**config.mk**
```make
export PLATFORM = sky130hd
export DESIGN_NAME = multi_sensor_duty_cycle_logger
export DESIGN_NICKNAME = d
export VERILOG_FILES = /design/src/rtl/logger_pkg.sv /design/src/rtl/meas_if.sv /design/src/rtl/multi_sensor_duty_cycle_logger.sv /design/src/rtl/duty_capture.sv
export SDC_FILE = /design/constraint.sdc
export NUM_CORES = 1
export LEC_CHECK = 0
export ABC_AREA = 1
export ABC_CLOCK_PERIOD_IN_PS = 4910
export BUFFER_PORTS_ARGS = -buffer_cell sky130_fd_sc_hd__buf_4
export CAP_MARGIN = 5
export CELL_PAD_IN_SITES_DETAIL_PLACEMENT = 1
export CELL_PAD_IN_SITES_GLOBAL_PLACEMENT = 2
export CORE_ASPECT_RATIO = 0.5
export CORE_MARGIN = 3
export CORE_UTILIZATION = 33
export DETAILED_ROUTE_END_ITERATION = 16
export GPL_ROUTABILITY_DRIVEN = 0
export PLACE_DENSITY_LB_ADDON = 0.15
export RECOVER_POWER = 25
export REMOVE_ABC_BUFFERS = 1
export SKIP_CTS_REPAIR_TIMING = 1
export SLEW_MARGIN = 20
export SYNTH_ARGS = -nofsm -noshare
export SYNTH_HDL_FRONTEND = slang
export SYNTH_SLANG_ARGS = --single-unit
```
**constraint.sdc**
```tcl
create_clock -name core_clk -period 4.91 [get_ports core_clk]
set_input_delay 0.491 -clock core_clk [delete_from_list [all_inputs] [get_ports core_clk]]
set_output_delay 0.491 -clock core_clk [all_outputs]
set_load 0.01 [all_outputs]
```
**src/rtl/logger_pkg.sv**
```systemverilog
// constants, codes and states shared by the duty cycle logger
package logger_pkg;
  localparam int CLK_HZ = 50_000_000;
  localparam int SENSOR_ON_MS = 10;
  localparam int ON_CYC_DEF = SENSOR_ON_MS * (CLK_HZ / 1000);
  localparam int RATE5_S = 5;
  localparam int RATE20_S = 20;
  localparam int RATE60_S = 60;
  localparam int RATE600_S = 600;
  localparam logic [35:0] RATE5_CYC_DEF = 36'(RATE5_S) * 36'(CLK_HZ);
  localparam logic [35:0] RATE20_CYC_DEF = 36'(RATE20_S) * 36'(CLK_HZ);
  localparam logic [35:0] RATE60_CYC_DEF = 36'(RATE60_S) * 36'(CLK_HZ);
  localparam logic [35:0] RATE600_CYC_DEF = 36'(RATE600_S) * 36'(CLK_HZ);
  localparam logic [7:0] CMD_OFS = 8'h00;
  localparam logic [7:0] STAT_OFS = 8'h04;
  localparam logic [2:0] RATE_RST = 3'h0;
  localparam logic SUP_RST = 1'b0;
  localparam logic [4:0] PER_CAPT = 5'h10;
  localparam logic [4:0] SYNC_PER = 5'h08;
  localparam logic [3:0] LINE_LAST = 4'hA;
  localparam logic [5:0] DIV_LAST = 6'h23;
  localparam logic [15:0] FULL_SCALE = 16'hFFFE;
  localparam logic [15:0] ABSENT_VAL = 16'hFFFF;
  localparam logic [7:0] CH_CR = 8'h0D;
  localparam logic [7:0] CH_LF = 8'h0A;
  localparam logic [7:0] CH_SP = 8'h20;
  localparam int HELP_LEN = 67;
  localparam logic [6:0] HELP_LAST = 7'h42;
  localparam logic [8*HELP_LEN-1:0] HELP_TXT = {"DUTY CYCLE LOGGER", CH_CR, CH_LF,
    "h m s ! @ # $ % 1-8 v V", CH_CR, CH_LF, "Please Make a Choice:", CH_CR, CH_LF};
  typedef enum logic [2:0] {
    RATE_CONT = 3'b000,
    RATE_5S = 3'b001,
    RATE_20S = 3'b010,
    RATE_60S = 3'b011,
    RATE_10M = 3'b100
  } rate_t;
  typedef enum logic [2:0] {
    ST_IDLE = 3'b000,
    ST_HELP = 3'b001,
    ST_CAPT = 3'b010,
    ST_DIV = 3'b011,
    ST_SEND = 3'b100,
    ST_WAIT = 3'b101
  } state_t;
endpackage : logger_pkg

```
**src/rtl/meas_if.sv**
```systemverilog
// handshake between the sequencer and the period capture unit
interface meas_if;
  logic start;
  logic sig;
  logic done;
  logic absent;
  logic counting;
  logic [4:0] per_idx;
  logic [19:0] high_time_count;
  logic [19:0] period_count;
  modport ctl (output start, output sig, input done, input absent, input counting,
    input per_idx, input high_time_count, input period_count);
  modport cap (input start, input sig, output done, output absent, output counting,
    output per_idx, output high_time_count, output period_count);
endinterface : meas_if

```
**src/rtl/multi_sensor_duty_cycle_logger.sv**
```systemverilog
// command interpreter, sequencer and hex reporter of the duty cycle logger
//
// Added by the designer: the address map and the Wishbone slave port.
module multi_sensor_duty_cycle_logger #(
  parameter int ON_CYC = logger_pkg::ON_CYC_DEF,
  parameter logic [35:0] RATE5_CYC = logger_pkg::RATE5_CYC_DEF,
  parameter logic [35:0] RATE20_CYC = logger_pkg::RATE20_CYC_DEF,
  parameter logic [35:0] RATE60_CYC = logger_pkg::RATE60_CYC_DEF,
  parameter logic [35:0] RATE600_CYC = logger_pkg::RATE600_CYC_DEF
) (
  input wire logic core_clk,
  input wire logic rst_b,
  input wire logic [7:0] rx_data,
  input wire logic rx_valid,
  output logic [7:0] tx_data,
  output logic tx_valid,
  input wire logic tx_ready,
  input wire logic [7:0] sens_in,
  output logic [7:0] sens_pwr,
  output logic [2:0] mux_sel,
  output logic sup_5v,
  output logic scope_sync,
  input wire logic wb_cyc,
  input wire logic wb_stb,
  input wire logic wb_we,
  input wire logic [7:0] wb_adr,
  input wire logic [3:0] wb_sel,
  input wire logic [31:0] wb_dat_w,
  output logic [31:0] wb_dat_r,
  output logic wb_ack
);
  logger_pkg::state_t state_r;
  logger_pkg::rate_t rate_r;
  logic [7:0] s1_r;
  logic [7:0] s2_r;
  logic [2:0] ch_r;
  logic [2:0] last_ch_r;
  logic cont_r;
  logic sup_5v_r;
  logic start_r;
  logic [6:0] idx_r;
  logic [7:0] tx_data_r;
  logic tx_valid_r;
  logic absent_r;
  logic [19:0] per_r;
  logic [35:0] num_r;
  logic [20:0] rem_r;
  logic [5:0] div_cnt_r;
  logic [35:0] wait_r;
  logic [7:0] sens_pwr_r;
  logic [2:0] mux_sel_r;
  logic sync_r;
  logic ack_r;
  logic [31:0] dat_r;

  meas_if mif ();

  duty_capture #(
    .ON_CYC(ON_CYC)
  ) u_capture (
    .core_clk(core_clk),
    .rst_b(rst_b),
    .m(mif.cap)
  );

  // two flop synchronisers on the sensor pins
  genvar gi;
  generate
    for (gi = 0; gi < 8; gi++) begin : g_sync
      always_ff @(posedge core_clk) begin
        if (!rst_b) begin
          s1_r[gi] <= 1'b0;
          s2_r[gi] <= 1'b0;
        end else begin
          s1_r[gi] <= sens_in[gi];
          s2_r[gi] <= s1_r[gi];
        end
      end
    end
  endgenerate

  assign mif.sig = s2_r[ch_r];
  assign mif.start = start_r;

  // command decode
  wire bus_req = wb_cyc & wb_stb & ~ack_r;
  wire bus_cmd = bus_req & wb_we & wb_sel[0] & (wb_adr == logger_pkg::CMD_OFS);
  wire cmd_valid = rx_valid | bus_cmd;
  wire [7:0] cmd = rx_valid ? rx_data : wb_dat_w[7:0];
  wire idle = (state_r == logger_pkg::ST_IDLE);
  wire is_digit = (cmd >= 8'h31) && (cmd <= 8'h38);
  wire go_help = cmd_valid & idle & (cmd == 8'h68);
  wire go_cont = cmd_valid & idle & (cmd == 8'h6D);
  wire go_one = cmd_valid & idle & is_digit;
  wire do_stop = cmd_valid & (cmd == 8'h73);
  wire [2:0] digit_ch = cmd[2:0] - 3'h1;
  wire tx_take = tx_valid_r & tx_ready;

  // divider step, quotient collects in the low bits of num_r
  wire [20:0] rem_sh = {rem_r[19:0], num_r[35]};
  wire div_ge = rem_sh >= {1'b0, per_r};
  wire [20:0] rem_new = div_ge ? rem_sh - {1'b0, per_r} : rem_sh;
  wire [35:0] num_new = {num_r[34:0], div_ge};

  // report values and line character
  wire [15:0] hi_val = absent_r ? logger_pkg::ABSENT_VAL : num_r[15:0];
  wire [15:0] pe_val = absent_r ? logger_pkg::ABSENT_VAL : logger_pkg::FULL_SCALE;
  wire [3:0] lidx = idx_r[3:0];
  wire [3:0] hi_nib = hi_val[4'(4'h3 - lidx[1:0]) * 4 +: 4];
  wire [3:0] pe_nib = pe_val[4'(4'h3 - (lidx[1:0] - 2'h1)) * 4 +: 4];
  wire [7:0] line_ch = (lidx < 4'h4) ? hexc(hi_nib) :
                       (lidx == 4'h4) ? logger_pkg::CH_SP :
                       (lidx < 4'h9) ? hexc(pe_nib) :
                       (lidx == 4'h9) ? logger_pkg::CH_CR : logger_pkg::CH_LF;
  wire [7:0] help_ch =
    logger_pkg::HELP_TXT[(logger_pkg::HELP_LEN - 1 - int'(idx_r)) * 8 +: 8];
  wire line_end = tx_take & (lidx == logger_pkg::LINE_LAST);
  wire help_end = tx_take & (idx_r == logger_pkg::HELP_LAST);

  wire [35:0] wait_load = (rate_r == logger_pkg::RATE_5S) ? RATE5_CYC :
                          (rate_r == logger_pkg::RATE_20S) ? RATE20_CYC :
                          (rate_r == logger_pkg::RATE_60S) ? RATE60_CYC :
                          (rate_r == logger_pkg::RATE_10M) ? RATE600_CYC : 36'h0;

  function automatic logic [7:0] hexc(input logic [3:0] n);
    hexc = (n < 4'hA) ? 8'h30 + {4'h0, n} : 8'h37 + {4'h0, n};
  endfunction : hexc

  // settings held between passes
  always_ff @(posedge core_clk) begin
    if (!rst_b) begin
      rate_r <= logger_pkg::rate_t'(logger_pkg::RATE_RST);
      sup_5v_r <= logger_pkg::SUP_RST;
    end else if (cmd_valid) begin
      case (cmd)
        8'h21: rate_r <= logger_pkg::RATE_CONT;
        8'h40: rate_r <= logger_pkg::RATE_5S;
        8'h23: rate_r <= logger_pkg::RATE_20S;
        8'h24: rate_r <= logger_pkg::RATE_60S;
        8'h25: rate_r <= logger_pkg::RATE_10M;
        8'h76: sup_5v_r <= 1'b0;
        8'h56: sup_5v_r <= 1'b1;
        default: rate_r <= rate_r;
      endcase
    end
  end

  // sequencer
  always_ff @(posedge core_clk) begin
    if (!rst_b) begin
      state_r <= logger_pkg::ST_IDLE;
      ch_r <= 3'h0;
      last_ch_r <= 3'h0;
      cont_r <= 1'b0;
      start_r <= 1'b0;
      wait_r <= 36'h0;
    end else begin
      start_r <= 1'b0;
      if (do_stop) begin
        cont_r <= 1'b0;
      end
      case (state_r)
        logger_pkg::ST_IDLE: begin
          if (go_help) begin
            state_r <= logger_pkg::ST_HELP;
          end else if (go_cont || go_one) begin
            state_r <= logger_pkg::ST_CAPT;
            ch_r <= 3'h0;
            last_ch_r <= go_one ? digit_ch : 3'h7;
            cont_r <= go_cont;
            start_r <= 1'b1;
          end
        end
        logger_pkg::ST_HELP: begin
          if (help_end) begin
            state_r <= logger_pkg::ST_IDLE;
          end
        end
        logger_pkg::ST_CAPT: begin
          if (mif.done) begin
            state_r <= logger_pkg::ST_DIV;
          end
        end
        logger_pkg::ST_DIV: begin
          if (div_cnt_r == logger_pkg::DIV_LAST) begin
            state_r <= logger_pkg::ST_SEND;
          end
        end
        logger_pkg::ST_SEND: begin
          if (line_end && ch_r != last_ch_r) begin
            state_r <= logger_pkg::ST_CAPT;
            ch_r <= ch_r + 3'h1;
            start_r <= 1'b1;
          end else if (line_end && cont_r && !do_stop) begin
            state_r <= logger_pkg::ST_WAIT;
            wait_r <= wait_load;
          end else if (line_end) begin
            state_r <= logger_pkg::ST_IDLE;
          end
        end
        logger_pkg::ST_WAIT: begin
          if (!cont_r || do_stop) begin
            state_r <= logger_pkg::ST_IDLE;
          end else if (wait_r == 36'h0) begin
            state_r <= logger_pkg::ST_CAPT;
            ch_r <= 3'h0;
            start_r <= 1'b1;
          end else begin
            wait_r <= wait_r - 36'h1;
          end
        end
        default: state_r <= logger_pkg::ST_IDLE;
      endcase
    end
  end

  // capture result and scaling divide
  always_ff @(posedge core_clk) begin
    if (!rst_b) begin
      absent_r <= 1'b0;
      per_r <= 20'h00000;
      num_r <= 36'h0;
      rem_r <= 21'h000000;
      div_cnt_r <= 6'h00;
    end else if (state_r == logger_pkg::ST_CAPT && mif.done) begin
      absent_r <= mif.absent | (mif.period_count == 20'h00000);
      per_r <= mif.period_count;
      num_r <= 36'(mif.high_time_count) * 36'(logger_pkg::FULL_SCALE);
      rem_r <= 21'h000000;
      div_cnt_r <= 6'h00;
    end else if (state_r == logger_pkg::ST_DIV) begin
      num_r <= num_new;
      rem_r <= rem_new;
      div_cnt_r <= div_cnt_r + 6'h01;
    end
  end

  // character transmitter
  always_ff @(posedge core_clk) begin
    if (!rst_b) begin
      tx_valid_r <= 1'b0;
      tx_data_r <= 8'h00;
      idx_r <= 7'h00;
    end else if (go_help || state_r == logger_pkg::ST_DIV) begin
      idx_r <= 7'h00;
    end else if (tx_take) begin
      tx_valid_r <= 1'b0;
      idx_r <= idx_r + 7'h01;
    end else if (!tx_valid_r && state_r == logger_pkg::ST_HELP) begin
      tx_valid_r <= 1'b1;
      tx_data_r <= help_ch;
    end else if (!tx_valid_r && state_r == logger_pkg::ST_SEND) begin
      tx_valid_r <= 1'b1;
      tx_data_r <= line_ch;
    end
  end

  // sensor supply, selector and scope sync
  always_ff @(posedge core_clk) begin
    if (!rst_b) begin
      sens_pwr_r <= 8'h00;
      mux_sel_r <= 3'h0;
      sync_r <= 1'b0;
    end else begin
      sens_pwr_r <= (state_r == logger_pkg::ST_CAPT) ? 8'h01 << ch_r : 8'h00;
      mux_sel_r <= ch_r;
      sync_r <= (state_r == logger_pkg::ST_CAPT) && (ch_r == 3'h0) && mif.counting &&
                (mif.per_idx < logger_pkg::SYNC_PER);
    end
  end

  // wishbone slave, one wait state, unmapped reads return zero
  wire [31:0] rd_val = (wb_adr == logger_pkg::CMD_OFS) ?
                         {27'h0, cont_r, sup_5v_r, rate_r} :
                       (wb_adr == logger_pkg::STAT_OFS) ?
                         {23'h0, absent_r, mif.counting, ch_r, state_r, ~idle} : 32'h0;

  always_ff @(posedge core_clk) begin
    if (!rst_b) begin
      ack_r <= 1'b0;
      dat_r <= 32'h0;
    end else begin
      ack_r <= bus_req;
      dat_r <= (bus_req && !wb_we) ? rd_val : 32'h0;
    end
  end

  assign tx_data = tx_data_r;
  assign tx_valid = tx_valid_r;
  assign sens_pwr = sens_pwr_r;
  assign mux_sel = mux_sel_r;
  assign sup_5v = sup_5v_r;
  assign scope_sync = sync_r;
  assign wb_ack = ack_r;
  assign wb_dat_r = dat_r;
endmodule : multi_sensor_duty_cycle_logger

```
**src/rtl/duty_capture.sv**
```systemverilog
// sums high time and period over sixteen sensor periods
module duty_capture #(
  parameter int ON_CYC = logger_pkg::ON_CYC_DEF
) (
  input wire logic core_clk,
  input wire logic rst_b,
  meas_if.cap m
);
  logic sig_d_r;
  logic run_r;
  logic armed_r;
  logic done_r;
  logic absent_r;
  logic [19:0] tout_r;
  logic [4:0] idx_r;
  logic [19:0] hi_r;
  logic [19:0] per_r;
  wire rise = m.sig & ~sig_d_r;
  wire tout_hit = run_r & (tout_r == 20'(ON_CYC - 1));
  wire last_rise = run_r & armed_r & rise & (idx_r == logger_pkg::PER_CAPT - 5'h01);

  always_ff @(posedge core_clk) begin
    if (!rst_b) begin
      sig_d_r <= 1'b0;
      run_r <= 1'b0;
      armed_r <= 1'b0;
      done_r <= 1'b0;
      absent_r <= 1'b0;
      tout_r <= 20'h00000;
      idx_r <= 5'h00;
      hi_r <= 20'h00000;
      per_r <= 20'h00000;
    end else begin
      sig_d_r <= m.sig;
      done_r <= 1'b0;
      if (m.start) begin
        run_r <= 1'b1;
        armed_r <= 1'b0;
        absent_r <= 1'b0;
        tout_r <= 20'h00000;
        idx_r <= 5'h00;
        hi_r <= 20'h00000;
        per_r <= 20'h00000;
      end else if (tout_hit) begin
        run_r <= 1'b0;
        armed_r <= 1'b0;
        done_r <= 1'b1;
        absent_r <= 1'b1;
      end else if (last_rise) begin
        run_r <= 1'b0;
        armed_r <= 1'b0;
        done_r <= 1'b1;
      end else if (run_r) begin
        tout_r <= tout_r + 20'h00001;
        if (rise) begin
          armed_r <= 1'b1;
        end
        if (rise && armed_r) begin
          idx_r <= idx_r + 5'h01;
        end
        if (armed_r || rise) begin
          per_r <= per_r + 20'h00001;
          hi_r <= hi_r + {19'h00000, m.sig};
        end
      end
    end
  end

  assign m.done = done_r;
  assign m.absent = absent_r;
  assign m.counting = run_r & armed_r;
  assign m.per_idx = idx_r;
  assign m.high_time_count = hi_r;
  assign m.period_count = per_r;
endmodule : duty_capture

```
[Yosys cells after proc, flatten, opt, wreduce, memory -nomap -nowiden]
Index checks and enable logic that the tools add are counted.
Widths: inputs -> output; s select.
Operators by class
  add/subtract/negate cells: 18
  multipliers: 1
  divide/modulo/power cells: 0
  order comparisons: 9
  eq/ne operators: 42
  shifts and indexed selects: 4
  multiplexer cells: 65
  bitwise logic cells: 31
  reductions and logical operators: 53
Operator list (number)
  $shiftx 536x11->8 const A: 1
  $mux 36: 6
  $mux 35: 4
  $pmux 36 s2: 1
  $mux 3: 17
  $eq 8x7->1 const B: 6
  $add 20x1->20 const B: 2
  $logic_not 36->1: 1
  $sub 36x1->36 const B: 1
  $mul 20x15->35 const B: 1
  $mux 7: 5
  $eq 8x6->1 const B: 4
  $shiftx 16x7->4: 2
  $add 6x4->7 const A: 4
  $mux 8: 3
  $ge 21x20->1: 1
  $add 20x1->20: 1
  $eq 20x19->1 const B: 1
  $logic_not 20->1: 1
  $mux 20: 1
  $sub 20x20->20: 1
  $mux 1: 19
  $and 1x1->1: 18
  $ne 2x2->1 const B: 9
  other kinds (56): 113
Storage, ports and cells
  bits in registers: 281
  latch bits: 0
  RAM bits: 0
  memory bits (read-only): 0
  bits of input ports: 67
  output and inout port bits: 55
  logic and storage cells: 272
  memories: 0

[Logic depth before layout (Yosys ltp)]
  depth after elaboration: 12
  mapped depth: 26

[Cells and area by module]
Synthesis repeated with hierarchy kept, for this count alone.
Second synthesis, totals
  cell total of the unflattened synthesis: 3121
  area, all modules: 21799.7 sq um
Modules (own cells, without submodules)
  multi_sensor_duty_cycle_logger: instances 1, cells an instance 2463, area an instance 17601.9 sq um, seq. area each 3743.6 sq um
  duty_capture: instances 1, cells an instance 658, area an instance 4197.8 sq um, seq. area each 1401.3 sq um

[Worst setup path before layout]
OpenSTA, ideal clock, no wires.
  kind: reg-to-reg
  start point: register u_capture.hi_r[10], in the netlist u_capture.m.high_time_count[10]
  end point: register num_r[26]
  library setup time: 0.132 ns
  data arrival time: 5.181 ns
  data required time: 4.778 ns
  setup slack: -0.404 ns
  stages on the path, launching flop included: 22
  buffers on the path: 0
  period minus slack after synthesis: 5.314 ns
  cells stage by stage: dfxtp_1 > fa_1 > fa_1 > inv_1 > fa_1 > inv_1 > fa_1 > fa_1 > inv_1 > fa_1 > inv_1 > ha_1 > nand2_1 > nor2_1 > inv_1 > nor2_1 > inv_1 > or2_2 > nand4_1 > nand3_1 > nand2_1 > a21oi_1
Between the ends
  longest elaborated chain between the ends: 2
RTL lines
  start: declaration: line duty_capture.sv:16  | logic [19:0] hi_r;
  start signal: assignment: line duty_capture.sv:63  | hi_r <= hi_r + {19'h00000, m.sig};
  $mul 20x15->35: line multi_sensor_duty_cycle_logger.sv:228  | num_r <= 36'(mif.high_time_count) * 36'(logger_pkg::FULL_SCALE);
  $mux 36: line multi_sensor_duty_cycle_logger.sv:225  | end else if (state_r == logger_pkg::ST_CAPT && mif.done) begin
  end signal: assignment: line multi_sensor_duty_cycle_logger.sv:228
  end signal: assignment: line multi_sensor_duty_cycle_logger.sv:232  | num_r <= num_new;
  end: declaration: line multi_sensor_duty_cycle_logger.sv:46  | logic [35:0] num_r;
Every way passes these cells.
A chain may end at the register's enable or synchronous reset.

[Final worst setup path]
  start point: register u_capture.hi_r[5], in the netlist u_capture.m.high_time_count[5]
  end point: register num_r[26]
The elaborated chain is that of the path after synthesis.

==> results_dict.tcl <==
set metrics [dict create \
    status "complete, but fails checks" \
    failed_checks "setup timing" \
    post_route_cells_drive_above_1_share_pct 18.8 \
    synth-seq-area-share_pct 23.8 \
    antenna_left 0 \
    multiInputGateArea_mm2 0.0151 \
    h-tree-depth 1 \
    rsz0062_at_grt "yes" \
    finalWorstSetupSlack_ns -0.546 \
    vias_per_cell 5.00 \
    drc 0 \
    grt_overflow 0 \
    dp_hpwl_um 60600 \
    ir_worst_vdd_v 0.000235 \
    io_buffers 70 \
    syn_to_final_growth_pct 22.3 \
    max-cap-violations 0 \
    crit_fanout 4 \
    fmaxAchievable_mhz 183 \
    cts_tree "yes" \
    powerDensity_mw_per_mm2 179 \
    rows 65 \
    final_cell_mix "nand2_1 (569), inv_1 (381), buf_4 (280)" \
    synthDistinctLibCells 62 \
    clock_sinks 257 \
    cts-root-buf "clkbuf_16" \
    setup_violations 25 \
    routedWlPerCell_um 18.7 \
    grt_pass1_wl_um 121000 \
    grt.total_usage_pct 21.8 \
    clock_path_buffers 3 \
    slew_violations 0 \
    wl_um 77800 \
    final_cells 4162 \
    fill_cells 7982 \
    nets 3626 \
    grt_max_degree 79 \
    post-route-min-period_ns 5.46 \
    arrival_ns 5.89 \
    ys_ff_latch 257 \
    critPathCaptureType "flop" \
    p_leak_nw 12.3 \
    synth_area_mm2 0.0216 \
    final_common_cell "nand2_1" \
    die-area_mm2 0.0688 \
    start_kind "flop" \
    grt_pass1_vias 21700 \
    via_count 20800 \
    worstMarginPinSlew_ns 1.06 \
    dp_slack_ns -0.790 \
    worstSetupPathType "flop to flop" \
    initial_core_util_pct 33.8 \
    dp.cells 4094 \
    synth_cells 3009 \
    fp.coreArea_mm2 0.0639 \
    worstPathRequired_ns 5.35 \
    finalClockSkew_ns 0.0489 \
    dieHeight_um 187 \
    drtIter0Drc 1025 \
    synth.avg_cell_area_um2 7.19 \
    ys_warn_count 0 \
    hold_viol_final 0 \
    first_pass_iters 5 \
    die_w_um 368 \
    antenna_found_initial 2 \
    worstSkewPairLatency_ns 0.62 \
    holdCritPathClass "primary input to flop" \
    timing.slew.headroom_pct 28.7 \
    cts-buffers-inserted 28 \
    clkSlewWorstSetupHoldPaths_ns 0.07 \
    seq_area_mm2 0.00520 \
    ios 122 \
    timing.final.crit_share_pct 111 \
]
==> power breakdown <==
group / internal (mW) / leakage [nW] / switching [mW] / total [mW]
Clock: 1.40 / 0.501 / 1.04 / 2.44
Combinational: 0.0631 / 9.72 / 0.148 / 0.211
Sequential: 2.09 / 2.09 / 0.00835 / 2.10
==> per-layer routing <==
metal | vias to the layer above | routed length [um] | track usage [%]
met4 | 0 | 987 | 2.82
met2 | 256 | 35100 | 35.6
li1 | 10200 | - | -
met3 | 66 | 2130 | 2.24
met1 | 10300 | 39600 | 31.9
met5 | - | 0 | 0
==> state kept, by name, indices dropped and copies added, names as in the netlist, 5 cells and up <==
signal / cells
u_capture.m.period_count: 20
num_r: 36
u_capture.tout_r: 20
idx_r: 7
u_capture.m.high_time_count: 20
tx_data: 7
rem_r: 20
wait_r: 36
wb_dat_r: 9
sens_pwr: 8
s1_r: 8
s2_r: 8
div_cnt_r: 6
u_capture.m.per_idx: 5
per_r: 20
==> cell families after synthesis <==
group | share of synthesized area [%]
and+or+nand+nor | 25.8
AOI/OAI and AO/OA | 13.5
other | 0.0173
DFF | 23.8
adders and majority gates | 21.8
buffers and inverters | 10.6
xor gates and xnor gates | 4.48
==> synthesized netlist by cell type (all sizes together) <==
cell,instances,area [um^2]
nand2,605,2290
inv,428,1610
nor2,302,1170
dfxtp,257,5140
a21oi,251,1290
o21ai,170,888
nand3,169,878
ha,149,1860
fa,142,2840
nand4,92,582
xor2,78,698
buf,73,497
nor3,60,320
clkbuf,46,173
xnor2,31,272
a31oi,23,144
o21a,21,158
nor4,18,119
o211ai,12,90.1
o21bai,12,90.1
a22oi,11,82.6
nand3b,10,82.6
or2,8,52.6
nor3b,7,52.6
a21o,6,45.0
clkinv,5,21.3
a21boi,4,30.0
a211oi,3,22.5
o22ai,3,18.8
a221oi,2,17.5
and2,2,12.5
and3,2,12.5
o221ai,2,17.5
conb,1,3.75
nand2b,1,6.26
o2111ai,1,8.76
o211a,1,10.0
o31ai,1,7.51
==> final timing paths <==
check                                                     from        end  slack, ns  cells after the start
worst max-delay path            u_capture.m.high_time_count[5]  num_r[26]      -0.55                     20
worst min-delay path                                sens_in[1]    s1_r[1]       0.06                      3
worst max register to register  u_capture.m.high_time_count[5]  num_r[26]      -0.55                     20
worst min register to register                         s1_r[2]    s2_r[2]       0.42                      2
==> critical path, cell delays in order (launching register included) <==
cell	delay, ns
dfxtp_4	0.37
fa_1	0.53
buf_4	0.17
fa_2	0.62
fa_1	0.44
fa_1	0.55
fa_1	0.59
fa_1	0.47
ha_4	0.28
inv_2	0.07
o21ai_4	0.07
a21oi_2	0.19
nor2_1	0.10
nor2_1	0.21
buf_4	0.15
buf_4	0.09
nand3_1	0.07
nand2_1	0.08
nand3_2	0.07
nand2_1	0.10
a21oi_1	0.05
==> stage by stage <==
stage | power (mW) | hold slack [ns] | instance area [um^2] | utilization (%) | setup TNS [ns]
global route | 4.94 | 0.0305 | 26500 | 41.4 | -14.46
global placement | 2.36 | 0.396 | 24500 | 38.3 | -13.78
CTS | 4.83 | 0.00454 | 25500 | 39.9 | -18.17
floorplan | 2.27 | 0.390 | 21000 | - | -5.52
finish | 4.74 | 0.0579 | 26500 | 41.4 | -9.01
detailed placement | 2.37 | 0.402 | 24500 | 38.3 | -16.22
==> cell type report <==
cell class              instances  area share (%)
multi-input cells            2223            57.0
flip-flops and latches        257            19.7
repair buffers                325            9.04
inverters                     433            6.20
well taps                     871            4.12
clock buffers                  33            2.91
clock inverters                19            1.02
diodes                          1         0.00946
Note: power is estimated with default switching activity, not from simulation.
